<file path="src/design/sst_pkg.sv">
package sst_pkg;

    // ----------------------------------------
    // Register addresses on the register port.
    // ----------------------------------------
    localparam logic [7:0] ADDR_TIMING = 8'hac;
    localparam logic [7:0] ADDR_CTRL = 8'hc0;
    localparam logic [7:0] ADDR_CONFIG = 8'hc1;
    localparam logic [7:0] ADDR_DATA = 8'hc2;
    localparam logic [7:0] ADDR_MASK = 8'hd6;
    localparam logic [7:0] ADDR_OWN = 8'hd7;

    // ----------------------------------------
    // Field positions and reset values.
    // ----------------------------------------
    localparam int CTRL_MASTER = 7;
    localparam int CTRL_TRANSMIT_DIRECTION_FLAG = 6;
    localparam int CTRL_STA = 5;
    localparam int CTRL_STO = 4;
    localparam int CTRL_ACK_REQUEST_FLAG = 3;
    localparam int CTRL_ARBITRATION_LOST_FLAG = 2;
    localparam int CTRL_ACK = 1;
    localparam int CTRL_SI = 0;
    localparam int CFG_ENABLE = 7;
    localparam int CFG_INHIBIT = 6;
    localparam int CFG_BUSY = 5;
    localparam int TC_SWAP = 7;
    localparam int OWN_GC = 0;
    localparam int MASK_HWACK = 0;
    localparam logic [7:0] RESET_BYTE = 8'h00;
    localparam logic [7:0] GENERAL_CALL = 8'h00;

    // ----------------------------------------
    // Start detection hold windows in system clocks.
    // ----------------------------------------
    localparam logic [3:0] SDD_WIN0 = 4'h0;
    localparam logic [3:0] SDD_WIN1 = 4'h2;
    localparam logic [3:0] SDD_WIN2 = 4'h4;
    localparam logic [3:0] SDD_WIN3 = 4'h8;
    localparam logic [3:0] BITS_PER_BYTE = 4'h8;

    // ----------------------------------------
    // Types.
    // ----------------------------------------
    typedef struct packed {
        logic wr;
        logic rd;
        logic [7:0] addr;
        logic [7:0] data;
    } sst_sfr_req_t;

    typedef struct packed {
        logic lowIn;
        logic highIn;
    } sst_pin_in_t;

    typedef enum logic [1:0] {
        SRC_T0,
        SRC_T1,
        SRC_T2H,
        SRC_T2L
    } sst_rate_src_t;

endpackage : sst_pkg

</file>
<file path="src/design/sst_slave_tx.sv">
`timescale 1ns/1ps

module sst_slave_tx (
    // Clock and reset.
    input wire logic clk,
    input wire logic reset,
    // Register port.
    input wire sst_pkg::sst_sfr_req_t sfrReq,
    output logic [7:0] sfrRdData,
    // Bit rate sources, one-cycle overflow pulses.
    input wire logic [3:0] timerOvf,
    // Crossbar pins, open drain; oeN low while pulling the pin low.
    input wire sst_pkg::sst_pin_in_t pinIn,
    output logic pinLowOut,
    output logic pinLowOeN,
    output logic pinHighOut,
    output logic pinHighOeN,
    // Bus bytes seen on the wire.
    output logic rxValid,
    input wire logic rxReady,
    output logic [7:0] rxData,
    // Event flag level.
    output logic eventFlag
);

    typedef enum logic [2:0] {
        S_IDLE, S_ADDR, S_SWACK, S_ACK, S_TXWAIT, S_TX, S_TXACK, S_SKIP
    } sst_state_t;

    // ----------------------------------------
    // Helpers.
    // ----------------------------------------

    // Own address compared only where the mask holds a one, plus general call.
    function automatic logic addrMatch(input logic [7:0] rx, input logic [7:0] own,
                                       input logic [7:0] msk);
        logic hit;
        hit = ((rx[7:1] & msk[7:1]) == (own[7:1] & msk[7:1]));
        if (own[sst_pkg::OWN_GC] && rx[7:1] == sst_pkg::GENERAL_CALL[7:1]) begin
            hit = 1'b1;
        end
        return hit;
    endfunction : addrMatch

    function automatic logic [3:0] startWindow(input logic [1:0] code);
        logic [3:0] w;
        case (code)
            2'b00: w = sst_pkg::SDD_WIN0;
            2'b01: w = sst_pkg::SDD_WIN1;
            2'b10: w = sst_pkg::SDD_WIN2;
            default: w = sst_pkg::SDD_WIN3;
        endcase
        return w;
    endfunction : startWindow

    // ----------------------------------------
    // Registers.
    // ----------------------------------------
    logic [7:0] ctrl_ff;
    logic [7:0] config_ff;
    logic [7:0] timing_ff;
    logic [7:0] own_ff;
    logic [7:0] mask_ff;
    logic [7:0] shift_ff;
    sst_state_t state_ff;
    logic [7:0] nxt_rdData;
    logic [7:0] rdData_ff;
    logic wrCtrl;
    logic wrData;
    logic enabled;
    logic hwAck;

    assign wrCtrl = sfrReq.wr && sfrReq.addr == sst_pkg::ADDR_CTRL;
    assign wrData = sfrReq.wr && sfrReq.addr == sst_pkg::ADDR_DATA;
    assign enabled = config_ff[sst_pkg::CFG_ENABLE];
    assign hwAck = mask_ff[sst_pkg::MASK_HWACK];

    // ----------------------------------------
    // Pin sampling and swap.
    // ----------------------------------------
    logic [1:0] pinMeta_ff;
    logic [1:0] pinSync_ff;
    logic sdaPrev_ff;
    logic sclPrev_ff;
    logic sda;
    logic scl;
    logic sclRise;
    logic sclFall;
    logic sdaFall;
    logic sdaRise;
    logic holdScl;
    logic pullSda;

    // Two stages before anything looks at the pins.
    always_ff @(posedge clk) begin
        if (reset) begin
            pinMeta_ff <= 2'b11;
            pinSync_ff <= 2'b11;
            sdaPrev_ff <= 1'b1;
            sclPrev_ff <= 1'b1;
        end else begin
            pinMeta_ff <= {pinIn.highIn, pinIn.lowIn};
            pinSync_ff <= pinMeta_ff;
            sdaPrev_ff <= sda;
            sclPrev_ff <= scl;
        end
    end

    assign sda = timing_ff[sst_pkg::TC_SWAP] ? pinSync_ff[1] : pinSync_ff[0];
    assign scl = timing_ff[sst_pkg::TC_SWAP] ? pinSync_ff[0] : pinSync_ff[1];
    assign sclRise = scl && !sclPrev_ff;
    assign sclFall = !scl && sclPrev_ff;
    assign sdaFall = !sda && sdaPrev_ff;
    assign sdaRise = sda && !sdaPrev_ff;

    // Open drain: only ever drive low, and only while enabled.
    always_comb begin
        pinLowOut = 1'b0;
        pinHighOut = 1'b0;
        pinLowOeN = !(enabled && (timing_ff[sst_pkg::TC_SWAP] ? holdScl : pullSda));
        pinHighOeN = !(enabled && (timing_ff[sst_pkg::TC_SWAP] ? pullSda : holdScl));
    end

    // ----------------------------------------
    // Start and stop detection.
    // ----------------------------------------
    logic [3:0] winCnt_ff;
    logic armed_ff;
    logic startDet;
    logic stopDet;

    // A start only counts if clock stays high for the whole window after data falls.
    assign startDet = armed_ff && winCnt_ff == 4'h0 && scl && !sda;
    assign stopDet = sdaRise && scl;
    always_ff @(posedge clk) begin
        if (reset) begin
            armed_ff <= 1'b0;
            winCnt_ff <= 4'h0;
        end else if (sdaFall && scl) begin
            armed_ff <= 1'b1;
            winCnt_ff <= startWindow(timing_ff[1:0]);
        end else if (armed_ff) begin
            if (!scl || sda || winCnt_ff == 4'h0) begin
                armed_ff <= 1'b0;
            end else begin
                winCnt_ff <= winCnt_ff - 4'h1;
            end
        end
    end

    // ----------------------------------------
    // Bit rate tick and master start.
    // ----------------------------------------
    logic rateTick;
    logic [1:0] mPhase_ff;
    logic arbLoss;

    assign rateTick = timerOvf[config_ff[1:0]];
    // Another master pulling the clock while ours is pending means we lost.
    assign arbLoss = mPhase_ff == 2'd1 && !scl;

    always_ff @(posedge clk) begin
        if (reset || !enabled) begin
            mPhase_ff <= 2'd0;
        end else if (arbLoss) begin
            mPhase_ff <= 2'd0;
        end else if (rateTick) begin
            case (mPhase_ff)
                2'd0: if (ctrl_ff[sst_pkg::CTRL_STA] && state_ff == S_IDLE && sda && scl) begin
                    mPhase_ff <= 2'd1;
                end
                2'd1: mPhase_ff <= 2'd2;
                2'd2: if (ctrl_ff[sst_pkg::CTRL_STO]) begin
                    mPhase_ff <= 2'd3;
                end
                default: mPhase_ff <= 2'd0;
            endcase
        end
    end

    // ----------------------------------------
    // Slave sequencer.
    // ----------------------------------------
    logic txBit_ff;
    logic [3:0] bitCnt_ff;
    logic ignore_ff;
    logic dataWritten_ff;
    logic pendPush_ff;
    logic bufReady;
    logic byteEnd;
    logic setSi;

    assign byteEnd = sclFall && bitCnt_ff == sst_pkg::BITS_PER_BYTE;
    assign pullSda = state_ff == S_ACK || (state_ff == S_TX && !txBit_ff)
        || mPhase_ff != 2'd0;
    // Clock is stretched while software owes an answer or the buffer is full.
    assign holdScl = ((state_ff == S_SWACK || state_ff == S_TXWAIT) && ctrl_ff[sst_pkg::CTRL_SI])
        || pendPush_ff || mPhase_ff == 2'd2;

    always_ff @(posedge clk) begin
        if (reset || !enabled) begin
            state_ff <= S_IDLE;
            bitCnt_ff <= 4'h0;
            ignore_ff <= 1'b0;
        end else if (startDet || arbLoss) begin
            state_ff <= S_ADDR;
            bitCnt_ff <= 4'h0;
            ignore_ff <= 1'b0;
        end else if (stopDet) begin
            state_ff <= S_IDLE;
        end else begin
            if (sclRise && state_ff inside {S_ADDR, S_TX}) begin
                bitCnt_ff <= bitCnt_ff + 4'h1;
            end
            case (state_ff)
                S_ADDR: if (byteEnd) begin
                    bitCnt_ff <= 4'h0;
                    if (config_ff[sst_pkg::CFG_INHIBIT] || ignore_ff) begin
                        state_ff <= S_IDLE;
                    end else if (!hwAck) begin
                        state_ff <= S_SWACK;
                    end else if (addrMatch(shift_ff, own_ff, mask_ff)) begin
                        state_ff <= S_ACK;
                    end else begin
                        state_ff <= S_IDLE;
                        ignore_ff <= 1'b1;
                    end
                end
                S_SWACK: if (!ctrl_ff[sst_pkg::CTRL_SI]) begin
                    if (ctrl_ff[sst_pkg::CTRL_ACK]) begin
                        state_ff <= S_ACK;
                    end else begin
                        state_ff <= S_IDLE;
                        ignore_ff <= 1'b1;
                    end
                end
                S_ACK: if (sclFall) begin
                    state_ff <= shift_ff[0] ? S_TXWAIT : S_SKIP;
                end
                S_TXWAIT: if (!ctrl_ff[sst_pkg::CTRL_SI]) begin
                    state_ff <= dataWritten_ff ? S_TX : S_SKIP;
                end
                S_TX: if (byteEnd) begin
                    state_ff <= S_TXACK;
                    bitCnt_ff <= 4'h0;
                end
                S_TXACK: if (sclFall) begin
                    state_ff <= S_TXWAIT;
                end
                S_IDLE, S_SKIP: state_ff <= state_ff;
                default: state_ff <= S_IDLE;
            endcase
        end
    end

    // Event flag raised after the acknowledge cycle of a read address or a sent byte, or at the address for software ack.
    assign setSi = (state_ff == S_ADDR && byteEnd && !hwAck && !config_ff[sst_pkg::CFG_INHIBIT]
                    && !ignore_ff)
        || (state_ff == S_ACK && sclFall && shift_ff[0])
        || (state_ff == S_TXACK && sclFall)
        || (state_ff == S_TX && stopDet && bitCnt_ff != 4'h0)
        || (rateTick && mPhase_ff == 2'd1) || arbLoss;

    // ----------------------------------------
    // Shift register and data written marker.
    // ----------------------------------------
    always_ff @(posedge clk) begin
        if (reset) begin
            shift_ff <= sst_pkg::RESET_BYTE;
            dataWritten_ff <= 1'b0;
        end else begin
            if (wrData) begin
                shift_ff <= sfrReq.data;
            end else if (sclRise && enabled && state_ff inside {S_ADDR, S_TX}) begin
                // Acknowledge clocks stay out, so the register keeps the whole bus byte.
                shift_ff <= {shift_ff[6:0], sda};
            end
            if (wrData) begin
                dataWritten_ff <= 1'b1;
            end else if (state_ff == S_TXACK || state_ff == S_IDLE) begin
                dataWritten_ff <= 1'b0;
            end
        end
    end

    // Outgoing bit moves only while the clock is low; a change under a high clock reads as START or STOP.
    always_ff @(posedge clk) begin
        if (reset) begin
            txBit_ff <= 1'b1;
        end else if (!scl) begin
            txBit_ff <= shift_ff[7];
        end
    end

    // ----------------------------------------
    // Bus bytes into the buffer.
    // ----------------------------------------
    always_ff @(posedge clk) begin
        if (reset || !enabled) begin
            pendPush_ff <= 1'b0;
        end else if (byteEnd && state_ff inside {S_ADDR, S_TX}) begin
            pendPush_ff <= 1'b1;
        end else if (bufReady) begin
            pendPush_ff <= 1'b0;
        end
    end

    sst_byte_buf #(
        .WIDTH(8)
    ) u_buf (
        .clk(clk),
        .reset(reset),
        .inValid(pendPush_ff),
        .inReady(bufReady),
        .inData(shift_ff),
        .outValid(rxValid),
        .outReady(rxReady),
        .outData(rxData)
    );

    // ----------------------------------------
    // Control register: status vector and flags.
    // ----------------------------------------
    always_ff @(posedge clk) begin
        if (reset) begin
            ctrl_ff <= sst_pkg::RESET_BYTE;
        end else begin
            if (wrCtrl) begin
                ctrl_ff[sst_pkg::CTRL_STA] <= sfrReq.data[sst_pkg::CTRL_STA];
                ctrl_ff[sst_pkg::CTRL_STO] <= sfrReq.data[sst_pkg::CTRL_STO];
                ctrl_ff[sst_pkg::CTRL_ACK] <= sfrReq.data[sst_pkg::CTRL_ACK];
                ctrl_ff[sst_pkg::CTRL_ARBITRATION_LOST_FLAG] <= ctrl_ff[sst_pkg::CTRL_ARBITRATION_LOST_FLAG]
                    & sfrReq.data[sst_pkg::CTRL_ARBITRATION_LOST_FLAG];
            end
            // Set beats the software clear so no event is lost.
            ctrl_ff[sst_pkg::CTRL_SI] <= setSi || (ctrl_ff[sst_pkg::CTRL_SI]
                && !(wrCtrl && !sfrReq.data[sst_pkg::CTRL_SI]));
            if (setSi) begin
                ctrl_ff[sst_pkg::CTRL_ACK_REQUEST_FLAG] <= state_ff == S_ADDR;
            end else if (wrCtrl && !sfrReq.data[sst_pkg::CTRL_SI]) begin
                ctrl_ff[sst_pkg::CTRL_ACK_REQUEST_FLAG] <= 1'b0;
            end
            // An acknowledged address counts as ACK, so the first data load is no error.
            if (state_ff == S_ACK && sclFall) begin
                ctrl_ff[sst_pkg::CTRL_ACK] <= 1'b1;
            end
            if (state_ff == S_TXACK && sclRise) begin
                ctrl_ff[sst_pkg::CTRL_ACK] <= !sda;
            end
            // Writing data after a NACK, before the flag is cleared, is an error.
            if (wrData && state_ff == S_TXWAIT && !ctrl_ff[sst_pkg::CTRL_ACK]) begin
                ctrl_ff[sst_pkg::CTRL_ARBITRATION_LOST_FLAG] <= 1'b1;
            end
            if (arbLoss) begin
                ctrl_ff[sst_pkg::CTRL_ARBITRATION_LOST_FLAG] <= 1'b1;
            end
            if (state_ff == S_TX && stopDet && bitCnt_ff != 4'h0) begin
                ctrl_ff[sst_pkg::CTRL_STO] <= 1'b1;
            end
            if (mPhase_ff == 2'd3 && rateTick) begin
                ctrl_ff[sst_pkg::CTRL_STO] <= 1'b0;
            end
            ctrl_ff[sst_pkg::CTRL_MASTER] <= mPhase_ff == 2'd2 || mPhase_ff == 2'd3;
            ctrl_ff[sst_pkg::CTRL_TRANSMIT_DIRECTION_FLAG] <= state_ff inside {S_TX, S_TXACK, S_TXWAIT};
        end
    end

    // ----------------------------------------
    // Configuration, address, mask and timing.
    // ----------------------------------------
    always_ff @(posedge clk) begin
        if (reset) begin
            config_ff <= sst_pkg::RESET_BYTE;
            timing_ff <= sst_pkg::RESET_BYTE;
            own_ff <= sst_pkg::RESET_BYTE;
            mask_ff <= sst_pkg::RESET_BYTE;
        end else if (sfrReq.wr) begin
            case (sfrReq.addr)
                sst_pkg::ADDR_CONFIG: config_ff <= sfrReq.data & 8'hc3;
                // Reserved timing bits keep their reset value whatever is written.
                sst_pkg::ADDR_TIMING: timing_ff <= sfrReq.data & 8'h83;
                sst_pkg::ADDR_OWN: own_ff <= sfrReq.data;
                sst_pkg::ADDR_MASK: mask_ff <= sfrReq.data;
                default: config_ff <= config_ff;
            endcase
        end
    end

    // ----------------------------------------
    // Register reads, one cycle after the strobe.
    // ----------------------------------------
    always_comb begin
        case (sfrReq.addr)
            sst_pkg::ADDR_CTRL: nxt_rdData = ctrl_ff;
            sst_pkg::ADDR_CONFIG: nxt_rdData = config_ff | {2'b00, state_ff != S_IDLE, 5'h00};
            sst_pkg::ADDR_DATA: nxt_rdData = shift_ff;
            sst_pkg::ADDR_TIMING: nxt_rdData = timing_ff;
            sst_pkg::ADDR_OWN: nxt_rdData = own_ff;
            sst_pkg::ADDR_MASK: nxt_rdData = mask_ff;
            default: nxt_rdData = 8'h00;
        endcase
    end

    always_ff @(posedge clk) begin
        if (reset) begin
            rdData_ff <= sst_pkg::RESET_BYTE;
        end else if (sfrReq.rd) begin
            rdData_ff <= nxt_rdData;
        end
    end

    assign sfrRdData = rdData_ff;
    assign eventFlag = ctrl_ff[sst_pkg::CTRL_SI];

endmodule : sst_slave_tx

</file>
<file path="src/design/sst_byte_buf.sv">
`timescale 1ns/1ps

// Two-entry buffer; a full buffer drops inReady so the source stalls.
module sst_byte_buf #(
    parameter int WIDTH = 8
) (
    // Clock and reset.
    input wire logic clk,
    input wire logic reset,
    // Filling side.
    input wire logic inValid,
    output logic inReady,
    input wire logic [WIDTH-1:0] inData,
    // Draining side.
    output logic outValid,
    input wire logic outReady,
    output logic [WIDTH-1:0] outData
);

    initial begin
        if (WIDTH < 1) begin
            $error("sst_byte_buf needs WIDTH of at least one");
        end
    end

    logic [WIDTH-1:0] slot_ff [2];
    logic [1:0] count_ff;
    logic rdPtr_ff;
    logic wrPtr_ff;
    logic push;
    logic pop;

    // Handshakes are combinational, the data word comes from the slots.
    assign inReady = (count_ff != 2'd2);
    assign outValid = (count_ff != 2'd0);
    assign outData = slot_ff[rdPtr_ff];
    assign push = inValid && inReady;
    assign pop = outValid && outReady;

    // Pointers and fill count.
    always_ff @(posedge clk) begin
        if (reset) begin
            count_ff <= 2'd0;
            rdPtr_ff <= 1'b0;
            wrPtr_ff <= 1'b0;
        end else begin
            count_ff <= count_ff + {1'b0, push} - {1'b0, pop};
            if (push) begin
                wrPtr_ff <= ~wrPtr_ff;
            end
            if (pop) begin
                rdPtr_ff <= ~rdPtr_ff;
            end
        end
    end

    // Storage; no reset needed since outValid guards it.
    always_ff @(posedge clk) begin
        if (push) begin
            slot_ff[wrPtr_ff] <= inData;
        end
    end

endmodule : sst_byte_buf

</file>
<file path="config.mk">
export PLATFORM = sky130hd
export DESIGN_NAME = sst_slave_tx
export DESIGN_NICKNAME = d
export VERILOG_FILES = /design/src/design/sst_pkg.sv /design/src/design/sst_slave_tx.sv /design/src/design/sst_byte_buf.sv
export SDC_FILE = /design/constraint.sdc
export NUM_CORES = 1
export LEC_CHECK = 0
export BUFFER_PORTS_ARGS = -buffer_cell sky130_fd_sc_hd__clkbuf_2
export CAP_MARGIN = 20
export CORE_MARGIN = 2
export CORE_UTILIZATION = 59
export DETAILED_ROUTE_END_ITERATION = 8
export GPL_TIMING_DRIVEN = 0
export PLACE_DENSITY = 0.9
export SKIP_LAST_GASP = 1
export SLEW_MARGIN = 25
export SYNTH_ARGS = -nofsm -noshare
export SYNTH_HDL_FRONTEND = slang
export SYNTH_SLANG_ARGS = --single-unit
</file>
<file path="constraint.sdc">
create_clock -name clk -period 2.4 [get_ports clk]
set_input_delay 0.12 -clock clk [delete_from_list [all_inputs] [get_ports clk]]
set_output_delay 0.12 -clock clk [all_outputs]
set_load 0.01 [all_outputs]
</file>
==> results by stage <==
Logic synthesis:
- The commonest cells after synthesis are dfxtp_1 (76), nor2_1 (57), nand2_1 (49), mux2i_1 (27), a21oi_1 (25).
- The share of synthesized flip-flops with an asynchronous set or reset is 0.
- dfxtp_1 takes more of the synthesized area than any other cell.
- The library cell with the highest instance count after synthesis is dfxtp_1.
- The count of synthesis-stage warnings from yosys is 0.
- The synthesized netlist occupies a cell area of 4690 sq um.
- The number of standard cells after synthesis is between 500 and 600.
- The number of synthesized register bits is 92.
- The synthesized area per cell is 9.22 sq um.
- The part of the Yosys area used for sequential elements is 0.427.
- After synthesis, the cell types taking the most area are dfxtp_1 (32%), edfxtp_1 (10%), mux2i_1 (5.8%), nor2_1 (4.6%), nand2_1 (3.9%).
- The portion of synthesized cell area occupied by the leading cell type is 0.324.
- The synthesized design contains 16 enable-type register cells.
- The count of distinct cell types in the synthesized netlist is 67.
- In the synthesized netlist the dominant register cell turns out to be dfxtp_1.

Floorplanning:
- The region available for standard cell placement spans 7730 sq um.
- The number of rows in the core area is 32.
- For this configuration, the core starts out at a cell density of 0.607.
- The floorplan die height is 93.2 um.
- During I/O placement, the number of pins put on the boundary was 49.
- The die is 93.2 um wide.
- The die area is slightly below 9000 sq um.

Worst setup path:
- The biggest fanout along the worst timing path is 10.
- The cell count of the worst reg-to-reg path is 6.
- The capture point of the critical path is pinHighOeN.
- The capturing element type of the critical path is a primary output.
- Data on the critical path is required at its endpoint by 2.28 ns.
- The destination of the worst register-to-register timing path is bitCnt_ff[2].
- The critical path is of the flop to primary output type.
- The type of element launching the critical path is a flop.
- The slack of the worst reg-to-reg path is between 0.2 and 0.3 ns.
- The critical path starts at state_ff[1].
- In this run the critical register-to-register path is launched from timing_ff[7].
- Data arrives at the worst endpoint at 2.15 ns.

Placement:
- At the end of routability-driven placement, the weighted congestion stood at ~0.95.
- The post-detailed-placement half-perimeter wirelength is 9.49 mm.
- The number of port buffers is 46.
- Once placement completed, the tool counted placed cells totaling between 600 and 700.

Layout:
- The antenna cell count is 0.
- The fraction of final layout cells sized beyond drive strength 1 is 0.186.
- The final net count is 605.
- Fill cells in the final layout number 645.
- The sequential cell area is 2000 sq um.
- The finished layout holds 676 standard cells, fillers aside.
- The multi-input logic area is between 2000 and 2500 sq um.
- The synthesis-to-layout area growth is 12.8%.

CTS:
- The longest clock path from root to sink contains 2 buffers.
- The post-CTS clock slew at the launch and capture registers of the worst setup and hold paths is 0.10 ns.
- The post-CTS setup repair buffer count is 0.
- The later pin in the worst-skew pair is clocked with a latency of 0.38 ns.
- The clock tree from TritonCTS is done.
- The total CTS buffers is 9.
- The H-tree depth is 3.
- The tree built by TritonCTS fans out to 92 sinks.
- The cell at the root of the clock tree is clkbuf_8.

Status:
- The flow ran to the end, and the final reports show no timing, DRC or antenna violations.

Global route:
- The met3 track demand over resource in global routing is 0.0733.
- The global-route wire length before repair is 20.3 mm.
- The number of antenna violations at the first check in global routing is 1.
- In the global route stage, overall resource usage came out at 0.303.
- The leftover overflow at the end of global routing is 0.
- The largest net degree at the start of global routing is 17.
- The met2 global-route usage is 0.488.
- In the global route stage, met1 resource usage came out at 0.400.
- The via count of the first global-routing pass came to between 4,000 and 5,000.
- met2 is the most crowded layer.

STA:
- The final-report max-slew violation count is 0.
- Adding up every negative setup slack in the final design gives 0 ns.
- At the pin with the least slew margin, the transition time is 0.805 ns.
- The largest clock skew in the final design is between 0.01 and 0.015 ns.
- The final critical path time including I/O delays and setup is 2.27 ns.
- The remaining max-slew budget at the tightest pin is 0.459.
- Setup violations remaining at the end of the flow were counted as 0.
- The maximum clock frequency is 441 MHz.
- Setup repair after global routing left no endpoint under its margin.
- Of the available clock period, the critical path in the final layout requires 0.945.
- The number of hold violations in the final report is 0.

Detailed routing:
- The count of vias placed by the detailed router is 4,238.
- After detailed routing, the number of remaining DRC violations is 0.
- The count of antenna-violating nets left after detailed routing is 0.
- The number of detailed-routing iterations run before antenna repair is 5.
- The DRC marker count from the first detailed-route iteration is 399.
- The sum of routed wire length over all layers is 13.0 mm.
- After detailed routing, the average wire length per cell comes to 19.2 um.
- After detailed routing, the number of vias per cell comes to 6.27.

Hold path:
- The worst hold path belongs to the class primary input to flop.

Power and ir drop:
- Across the VDD grid, the largest voltage drop is slightly above 0.3 mV.
- The analysis attributes to cell leakage a power of 2.02 nW.
- In this run the power density over the cells is 559 nW/um^2.

Job:
- The tool flagged a number of max-cap violations equal to 0.
[registers in the layout (all words and copies together) (netlist names), 8 cells and up, named ones only]
signal / flops
u_buf.slot_ff: 16
ctrl_ff: 8
mask_ff: 8
own_ff: 8
sfrRdData: 8
shift_ff: 8
[per-stage QoR]
| step | util | power (mW) | setup WS [ns] | cell area, sq um | hold slack (ns) |
|---|---|---|---|---|---|
| finish | 0.685 | 2.96 | 0.133 | 5290 | 0.0141 |
| global route | 0.685 | 3.05 | 0.0483 | 5290 | 0.0342 |
| CTS | 0.684 | 2.96 | 0.130 | 5290 | 0.0107 |
| detailed placement | 0.654 | 1.89 | 0.325 | 5050 | 0.306 |
| global placement | 0.654 | 1.88 | 0.368 | 5050 | 0.301 |
| floorplan | - | 1.79 | 0.532 | 4700 | 0.224 |
[worst max-delay path: stages, from the launching register on]
cell and delay [ns]:
dfxtp_1 0.34, clkbuf_1 0.25, nand2b_1 0.24, nand2_1 0.11, a311oi_2 0.38, nor2_1 0.07
o21ai_0 0.20, clkbuf_2 0.17
[where the power goes]
group          internal (mW)  leakage, nW  switching [mW]
Sequential              1.59        0.760          0.0150
Combinational          0.106         1.15           0.160
Clock                  0.509        0.104           0.584
[layout by cell type, fill, tap and decap left out, types with 9 or more instances in the layout]
cell type  netlist  layout
mux2i_1         27      27
a21oi_1         25      25
o21ai_0         19      19
inv_1           18      18
nand2_1         49      49
mux2_2          13      13
edfxtp_1        16      16
nor3_1          11      11
nand3_1         20      20
dfxtp_1         76      76
nor2_1          57      57
clkbuf_8         0       9
clkbuf_2         0      46
clkbuf_1        17      17
ha_1             9       9
xor2_1          12      12
[layer usage]
metal	wire length (um)	share of wire	vias to the layer above
li1	-	-	1963
met1	5430	0.42	2021
met2	6020	0.46	216
met3	1170	0.090	36
met4	294	0.023	2
met5	37	0.0029	-
[cell families after synthesis]
logic type	after synthesis	synth area share
xor gates and xnor gates	17	0.0317
AOI/OAI and AO/OA	102	0.157
muxes	41	0.0936
adders and majority gates	9	0.0240
DFF	92	0.427
buffers and inverters	46	0.0427
other	1	0.000799
and+or+nand+nor	201	0.224
[repair_timing]
| item | 4_1_cts | 5_1_grt |
|---|---|---|
| endpoints found under the hold margin | 2 | 0 |
| hold buffers | 2 | 0 |
| endpoints found under the setup margin | 0 | 1 |
| resized for setup | 0 | 1 |
[worst min path at each step]
stage          slack [ns]      start             to  cells past startpoint
2_1_floorplan        0.22   pinIn[1]  pinMeta_ff[0]                      1
3_3_place_gp         0.30   pinIn[1]  pinMeta_ff[0]                      2
3_5_place_dp         0.31   pinIn[1]  pinMeta_ff[0]                      2
4_1_cts              0.01  sfrReq[3]      own_ff[3]                      3
5_1_grt              0.03  sfrReq[3]      own_ff[3]                      3
6_report             0.01  sfrReq[3]      own_ff[3]                      3
[final cells by class]
class / count / area share
multi-input cells: 372 / 0.472
flip-flops and latches: 92 / 0.378
repair buffers: 48 / 0.0473
clock buffers: 11 / 0.0329
plain buffers: 27 / 0.0244
well taps: 102 / 0.0241
inverters: 19 / 0.0135
clock inverters: 5 / 0.00709
Note: power is estimated with default switching activity, not from simulation.
